[config.mk]
export PLATFORM = sky130hd
export DESIGN_NAME = prl_rate_limiter
export DESIGN_NICKNAME = d
export VERILOG_FILES = /design/src/rtl/prl_pkg.sv /design/src/rtl/prl_rate_limiter.sv
export SDC_FILE = /design/constraint.sdc
export NUM_CORES = 2
export LEC_CHECK = 0
export BUFFER_PORTS_ARGS = -buffer_cell sky130_fd_sc_hd__clkbuf_2
export CELL_PAD_IN_SITES_DETAIL_PLACEMENT = 1
export CELL_PAD_IN_SITES_GLOBAL_PLACEMENT = 1
export CORE_ASPECT_RATIO = 1.4
export CORE_MARGIN = 2
export CORE_UTILIZATION = 50
export CTS_CLUSTER_SIZE = 14
export DETAILED_ROUTE_END_ITERATION = 6
export HOLD_SLACK_MARGIN = 0.05
export PLACE_DENSITY = 0.85
export REMOVE_ABC_BUFFERS = 1
export SLEW_MARGIN = 10
export SYNTH_ARGS = -nofsm -noshare
export SYNTH_HDL_FRONTEND = slang
export SYNTH_SLANG_ARGS = --single-unit
[constraint.sdc]
create_clock -name hclk -period 12.9 [get_ports hclk]
set_clock_uncertainty 0.2 [all_clocks]
set_input_delay 0.645 -clock hclk [delete_from_list [all_inputs] [get_ports hclk]]
set_output_delay 0.645 -clock hclk [all_outputs]
set_load 0.01 [all_outputs]
[src/rtl/prl_pkg.sv]
// constants, types and layout for the per-port priority rate limiter
// How it works
// Port ingress priority 3 shaped by bits 7:4 of its ingress rate register.
// Port ingress priority 2 shaped by bits 3:0 of its ingress rate register.
// Port egress priority 1 shaped by bits 7:4 of its egress rate register.
// Port egress priority 0 shaped by bits 3:0 of its egress rate register.
// Code zero means no limit; every rate field resets to zero.
// Codes 1 to 15 select 64 Kbps up to 88 Mbps per the table.
// On a 10 Mbps port, codes above 10 Mbps act as unlimited.
// With single transmit queue, egress limiting applies to priority 0 only.
// Each of three ports has its own pair of rate registers.
// Gap counting option adds twelve bytes per frame to the cost.
// Preamble counting option adds eight bytes per frame to the cost.
// Token bucket per priority; frames beyond the credit are held.
package prl_pkg;
   // register indexes; byte address is four times the index
   localparam logic [7:0] PRL_IDX_P1_IN = 8'h17;
   localparam logic [7:0] PRL_IDX_P1_OUT = 8'h18;
   localparam logic [7:0] PRL_IDX_P2_IN = 8'h27;
   localparam logic [7:0] PRL_IDX_P2_OUT = 8'h28;
   localparam logic [7:0] PRL_IDX_P3_IN = 8'h37;
   localparam logic [7:0] PRL_IDX_P3_OUT = 8'h38;
   localparam logic [7:0] PRL_IDX_CFG = 8'h40;
   localparam logic [7:0] PRL_IDX_STAT = 8'h41;
   // field positions
   localparam int PRL_HI_LSB = 4;
   localparam int PRL_LO_LSB = 0;
   localparam int PRL_CFG_PRE = 0;
   localparam int PRL_CFG_GAP = 1;
   localparam int PRL_CFG_MULTIQ = 2;
   localparam int PRL_CFG_10M_LSB = 4;
   // reset values
   localparam logic [7:0] PRL_RATE_RST = 8'h00;
   localparam logic [7:0] PRL_CFG_RST = 8'h04;
   // byte accounting
   localparam logic [11:0] PRL_GAP_BYTES = 12'h00c;
   localparam logic [11:0] PRL_PRE_BYTES = 12'h008;
   localparam logic [12:0] PRL_MBIT_PER_BYTE = 13'h1f40;
   localparam logic [16:0] PRL_10M_KBPS = 17'h02710;
   // timing
   localparam int PRL_CLK_NS = 8;
   localparam int PRL_TICK_NS = 1000;
   localparam int PRL_TICK_CYC = PRL_TICK_NS / PRL_CLK_NS;
   localparam int PRL_NBKT = 12;

   // one frame asking for credit; id = port*4 + {in3,in2,out1,out0}
   typedef struct packed {
      logic valid;
      logic [3:0] id;
      logic [10:0] len;
   } prl_req_t;

   typedef enum logic [1:0] {
      PRL_BUS_IDLE = 2'b01,
      PRL_BUS_READ = 2'b10
   } prl_bus_t;

   function automatic logic [16:0] prl_rate_kbps(input logic [3:0] c);
      logic [16:0] r;
      r = 17'h00000;
      case (c)
         4'h1: r = 17'h00040;
         4'h2: r = 17'h00080;
         4'h3: r = 17'h00100;
         4'h4: r = 17'h00200;
         4'h5: r = 17'h003e8;
         4'h6: r = 17'h007d0;
         4'h7: r = 17'h00fa0;
         4'h8: r = 17'h01f40;
         4'h9: r = 17'h03e80;
         4'ha: r = 17'h07d00;
         4'hb: r = 17'h0bb80;
         4'hc: r = 17'h0fa00;
         4'hd: r = 17'h11940;
         4'he: r = 17'h13880;
         4'hf: r = 17'h157c0;
         default: r = 17'h00000;
      endcase
      return r;
   endfunction
endpackage

[src/rtl/prl_rate_limiter.sv]
// ahb-lite register slave and token-bucket shaper for three ports
//
// Implementation choice: the AHB-Lite slave port.
`timescale 1ns/1ps
module prl_rate_limiter import prl_pkg::*; #(
   parameter logic [24:0] CAP_MBIT = 25'h0fa0000
) (
   input wire logic hclk,
   input wire logic hresetn,
   input wire logic hsel,
   input wire logic [31:0] haddr,
   input wire logic [1:0] htrans,
   input wire logic hwrite,
   input wire logic [2:0] hsize,
   input wire logic [31:0] hwdata,
   input wire logic hready,
   output logic hreadyout,
   output logic hresp,
   output logic [31:0] hrdata,
   input wire prl_req_t frame_req,
   output logic frame_ok,
   output logic frame_hold
);
   ////////////////////////////////////////////////////////////////////////
   // bus slave
   logic [7:0] in_q [3];
   logic [7:0] out_q [3];
   logic [7:0] cfg_q;
   logic [11:0] held_q;
   prl_bus_t bus_q;
   logic wr_pend_q;
   logic [7:0] idx_q;
   logic hreadyout_q;
   logic [31:0] hrdata_q;
   logic accept;

   assign accept = hsel & htrans[1] & hready;

   function automatic logic [31:0] read_reg(input logic [7:0] idx,
         input logic [7:0] cfg, input logic [11:0] held,
         input logic [23:0] inr, input logic [23:0] outr);
      logic [31:0] v;
      v = 32'h00000000;
      case (idx)
         PRL_IDX_P1_IN: v[7:0] = inr[7:0];
         PRL_IDX_P2_IN: v[7:0] = inr[15:8];
         PRL_IDX_P3_IN: v[7:0] = inr[23:16];
         PRL_IDX_P1_OUT: v[7:0] = outr[7:0];
         PRL_IDX_P2_OUT: v[7:0] = outr[15:8];
         PRL_IDX_P3_OUT: v[7:0] = outr[23:16];
         PRL_IDX_CFG: v[7:0] = cfg;
         PRL_IDX_STAT: v[11:0] = held;
         default: v = 32'h00000000;
      endcase
      return v;
   endfunction

   always_ff @(posedge hclk or negedge hresetn) begin
      if (!hresetn) begin
         bus_q <= PRL_BUS_IDLE;
         hreadyout_q <= 1'b1;
         hrdata_q <= 32'h00000000;
         wr_pend_q <= 1'b0;
         idx_q <= 8'h00;
      end else begin
         if (accept) begin
            idx_q <= haddr[9:2];
         end
         wr_pend_q <= accept & hwrite;
         unique case (bus_q)
            PRL_BUS_IDLE: begin
               if (accept & ~hwrite) begin
                  bus_q <= PRL_BUS_READ;
                  hreadyout_q <= 1'b0;
               end
            end
            PRL_BUS_READ: begin
               bus_q <= PRL_BUS_IDLE;
               hreadyout_q <= 1'b1;
               hrdata_q <= read_reg(idx_q, cfg_q, held_q,
                  {in_q[2], in_q[1], in_q[0]},
                  {out_q[2], out_q[1], out_q[0]});
            end
         endcase
      end
   end

   // rate registers, one pair per port
   always_ff @(posedge hclk or negedge hresetn) begin
      if (!hresetn) begin
         for (int p = 0; p < 3; p++) begin
            in_q[p] <= PRL_RATE_RST;
            out_q[p] <= PRL_RATE_RST;
         end
         cfg_q <= PRL_CFG_RST;
      end else if (wr_pend_q) begin
         case (idx_q)
            PRL_IDX_P1_IN: in_q[0] <= hwdata[7:0];
            PRL_IDX_P2_IN: in_q[1] <= hwdata[7:0];
            PRL_IDX_P3_IN: in_q[2] <= hwdata[7:0];
            PRL_IDX_P1_OUT: out_q[0] <= hwdata[7:0];
            PRL_IDX_P2_OUT: out_q[1] <= hwdata[7:0];
            PRL_IDX_P3_OUT: out_q[2] <= hwdata[7:0];
            PRL_IDX_CFG: cfg_q <= {1'b0, hwdata[6:4], 1'b0, hwdata[2:0]};
            default: cfg_q <= cfg_q;
         endcase
      end
   end

   assign hreadyout = hreadyout_q;
   assign hresp = 1'b0;
   assign hrdata = hrdata_q;

   ////////////////////////////////////////////////////////////////////////
   // effective rate per bucket
   logic [16:0] eff_rate [PRL_NBKT];

   always_comb begin
      for (int b = 0; b < PRL_NBKT; b++) begin
         logic [3:0] code;
         logic [16:0] r;
         code = 4'h0;
         r = 17'h00000;
         unique case (b % 4)
            0: code = in_q[b / 4][PRL_HI_LSB +: 4];
            1: code = in_q[b / 4][PRL_LO_LSB +: 4];
            2: code = out_q[b / 4][PRL_HI_LSB +: 4];
            3: code = out_q[b / 4][PRL_LO_LSB +: 4];
         endcase
         r = prl_rate_kbps(code);
         if (cfg_q[PRL_CFG_10M_LSB + b / 4] && r > PRL_10M_KBPS) begin
            r = 17'h00000;
         end
         if (b % 4 == 2 && !cfg_q[PRL_CFG_MULTIQ]) begin
            r = 17'h00000;
         end
         eff_rate[b] = r;
      end
   end

   ////////////////////////////////////////////////////////////////////////
   // token buckets, credit in millibits, refilled every microsecond
   logic [6:0] tick_cnt_q;
   logic tick;
   logic [24:0] credit_q [PRL_NBKT];
   logic [11:0] cost_bytes;
   logic [24:0] cost;
   logic req_ok;
   logic bkt_valid;
   logic limited;

   assign tick = (tick_cnt_q == 7'(PRL_TICK_CYC - 1));
   assign bkt_valid = frame_req.valid && frame_req.id < 4'hc;
   assign cost_bytes = {1'b0, frame_req.len}
      + (cfg_q[PRL_CFG_GAP] ? PRL_GAP_BYTES : 12'h000)
      + (cfg_q[PRL_CFG_PRE] ? PRL_PRE_BYTES : 12'h000);
   assign cost = 25'(cost_bytes * PRL_MBIT_PER_BYTE);
   assign limited = bkt_valid && eff_rate[frame_req.id] != 17'h00000;
   assign req_ok = !limited || credit_q[frame_req.id] >= cost;

   always_ff @(posedge hclk or negedge hresetn) begin
      if (!hresetn) begin
         tick_cnt_q <= 7'h00;
      end else begin
         tick_cnt_q <= tick ? 7'h00 : tick_cnt_q + 7'h01;
      end
   end

   always_ff @(posedge hclk or negedge hresetn) begin
      if (!hresetn) begin
         for (int b = 0; b < PRL_NBKT; b++) begin
            credit_q[b] <= CAP_MBIT;
         end
      end else begin
         for (int b = 0; b < PRL_NBKT; b++) begin
            logic [25:0] n;
            n = {1'b0, credit_q[b]};
            if (eff_rate[b] == 17'h00000) begin
               n = {1'b0, CAP_MBIT};
            end else begin
               if (tick) begin
                  n = n + {9'h000, eff_rate[b]};
               end
               if (limited && req_ok && frame_req.id == 4'(b)) begin
                  n = n - {1'b0, cost};
               end
               if (n > {1'b0, CAP_MBIT}) begin
                  n = {1'b0, CAP_MBIT};
               end
            end
            credit_q[b] <= n[24:0];
         end
      end
   end

   always_ff @(posedge hclk or negedge hresetn) begin
      if (!hresetn) begin
         frame_ok <= 1'b0;
         frame_hold <= 1'b0;
         held_q <= 12'h000;
      end else begin
         frame_ok <= frame_req.valid & req_ok;
         frame_hold <= frame_req.valid & ~req_ok;
         if (bkt_valid) begin
            held_q[frame_req.id] <= ~req_ok;
         end
      end
   end
endmodule // prl_rate_limiter

==> results.txt <==
Post-Syn Area: 47,800 sq um
Unrepaired setup endpoints after global routing: false
DPL Wire Length: 152,000 um
Worst flop-to-flop path startpoint: cfg_q[0]
WP data required: 13.21 ns
First-pass GRT wire length: 298,000 um
Startpoint types: flop
R2R Setup Slk: 1.48 ns
Post-route ant nets: 0
TritonCTS clock tree: built
Slowest-stage cell, CP: nand2_1
Final Max Slew Viols: 0
Cell Area, Placed: 49,300 sq um
# IOs: 126
Setup_tns: 0 ns
Gate Count Post-Synth: 5,867
Post-synth EDFFs: 0
Die Area: 98,200 sq um
Via density: 6.72
Hold Crit Endpoint: hrdata[9]
Start point of the worst hold path: hrdata[9]
Synth unique cells: 115
Total CTS buffers: 45
CP max FO: 21
Cell Rows: 134
Number of global-route vias before repair: 49,856
Drc violations: 0
Status: finished clean
Synth Warn #: 0
Total number of vias: 47,795
Max_slew headroom: 0.152
Hold depth: 2
Final setup fails: 0
Die Ht: 370 um
Worst Path Arrival: 11.73 ns
GRT Overall Usage: 0.396
RD Place Congestion: 1.01
Initial antenna violation count: 14
Crit path kind: reg -> reg
Async set-reset flop share out of synthesis: 1.00
Worst Setup End Kind: flop
Worst-margin pin slew: 1.27 ns
Initial Utilization: 0.503
Layout cells sized above 1: 0.0939
Avg Cell Area, Syn: 8.15 sq um
Layout net count: 6,501
Crit-path most repeated cell: inv_1
Crit share post-route: 0.885
Die X: 265 um
CTS sink cnt: 362
Filler cell count: 11,608
Max clock buf depth: 3
Fin. Hold Viols: 0
Max incr delay on CP: 0.84 ns
Router iterations before antenna repair: 5
R2r endpoint: credit_q[15]
H-tree levels: 2
CTS root buffer: clkbuf_16
#FFs+latches synth: 362
Core Region: 95,100 sq um
Seq/Total Area, Yosys: 0.191
Post-CTS Setup Inserts: 0
Design Area, Final: 51,100 sq um
Tmin final: 11.42 ns
Layout area overhead: 6.91%
Initial DRC Count: 3,789
Ys flop type: dfrtp_1
Maxcap violations: 0
Clock slew at reported path FFs: 0.07 ns
Largest net degree at the start of global routing: 129
Final Routed Wirelength: 197,000 um
Worst-Skew Late Latency: 0.66 ns
HP Class: reg -> reg
Total grt overflow: 0
# port buffers: 52
Reg2reg path depth: 35
Critical path origin: cfg_q[0]
Wire per inst: 27.8 um
Peak Freq: 87.6 MHz
## registers in the layout, indices dropped and copies added (netlist names)
| register | flops |
|---|---|
| in_q | 24 |
| cfg_q | 6 |
| frame_ok | 1 |
| tick_cnt_q | 7 |
| wr_pend_q | 1 |
| bus_q | 2 |
| out_q | 24 |
| idx_q | 8 |
| hrdata | 12 |
| credit_q | 264 |
| frame_hold | 1 |
| held_q | 12 |
## cell usage after synthesis (110+ instances only)
master | instances | area [sq um]
xor2_1 | 157 | 1380
dfrtp_1 | 288 | 7210
clkbuf_1 | 142 | 533
ha_1 | 518 | 6480
nand3_1 | 130 | 651
a21oi_1 | 397 | 1990
mux2i_1 | 127 | 1270
a21o_1 | 123 | 923
nor2_1 | 549 | 2060
xnor2_1 | 263 | 2300
a211oi_1 | 110 | 826
o21ai_0 | 348 | 1740
nor3_1 | 162 | 811
nand2_1 | 546 | 2050
inv_1 | 270 | 1010
## worst max-delay path by stage
stage | end | slack [ns]
floorplan | credit_q[4] | 2.10
CTS | credit_q[15] | 1.71
global placement | credit_q[16] | 1.77
finish | credit_q[15] | 1.48
detailed placement | credit_q[64] | 1.65
global route | credit_q[116] | 1.04
## layer usage
metal | up-vias | wire (um) | track usage | share of wire
li1 | 21409 | - | - | -
met3 | 779 | 14000 | 0.0743 | 0.071
met5 | - | 23 | 0 | 0.00012
met1 | 23773 | 70300 | 0.424 | 0.36
met4 | 4 | 20300 | 0.352 | 0.10
met2 | 1830 | 92800 | 0.668 | 0.47
## timing repair
item,4_1_cts,5_1_grt
endpoints found under the setup margin,0,0
endpoints found under the hold margin,120,0
resized for setup,0,0
hold buffers,10,0
## layout make-up
cell class | instances | area [sq um] | area share
multi-input combinational | 5020 | 36800 | 0.720
sequential | 362 | 9150 | 0.179
tap | 1224 | 1530 | 0.0300
clock buffer | 59 | 1260 | 0.0246
inverter | 273 | 1020 | 0.0200
timing repair buffer | 130 | 898 | 0.0176
clock inverter | 25 | 395 | 0.00773
antenna | 16 | 40.0 | 0.000783
## cells in the final DEF, fill, tap and decap left out, drive strengths merged, types with 59 or more instances in the layout
| master | count |
|---|---|
| buf | 71 |
| inv | 274 |
| nand3 | 131 |
| dfrtp | 288 |
| nand2b | 98 |
| xnor2 | 263 |
| nor2 | 549 |
| a21oi | 398 |
| a211oi | 119 |
| o21ai | 354 |
| mux2i | 127 |
| fa | 61 |
| and2 | 68 |
| xor2 | 157 |
| dfstp | 74 |
| o21a | 97 |
| o31ai | 59 |
| clkbuf | 108 |
| mux4 | 69 |
| nor3 | 163 |
| mux2 | 101 |
| a21o | 123 |
| nor2b | 101 |
| nand2 | 549 |
| a31oi | 61 |
| ha | 518 |
## worst max-delay path: cells and delay by family (launching register included)
family | cells | cell delay, ns
AO/OA/AOI/OAI | 8 | 2.22
XOR/XNOR | 2 | 0.49
adder cells (fa/ha/maj) | 9 | 3.66
buffers and inverters | 8 | 1.27
flip-flops | 1 | 0.39
multiplexers | 1 | 0.42
AND/OR/NAND/NOR | 7 | 2.58
## through the flow
stage | cells | utilization | worst slack [ns] | hold slack [ns]
3_5_place_dp | 6999 | 0.519 | 1.65 | 0.272
5_1_grt | 7097 | 0.537 | 1.04 | 0.277
2_1_floorplan | 5655 | - | 2.10 | 0.149
6_report | 7109 | 0.538 | 1.48 | 0.279
3_3_place_gp | 6999 | 0.519 | 1.77 | 0.265
4_1_cts | 7093 | 0.537 | 1.71 | 0.235
## logic make-up after synthesis
family,share of synthesized area
simple gates,0.207
compound gates,0.232
xor+xnor,0.0774
buf+inv,0.0445
fa+ha+maj,0.165
other cells,0.0000784
flops,0.191
mux,0.0829
Power is left out: the tool's default activity adds up to more than one toggle a clock period on the data nets, which glitch-free logic cannot reach.
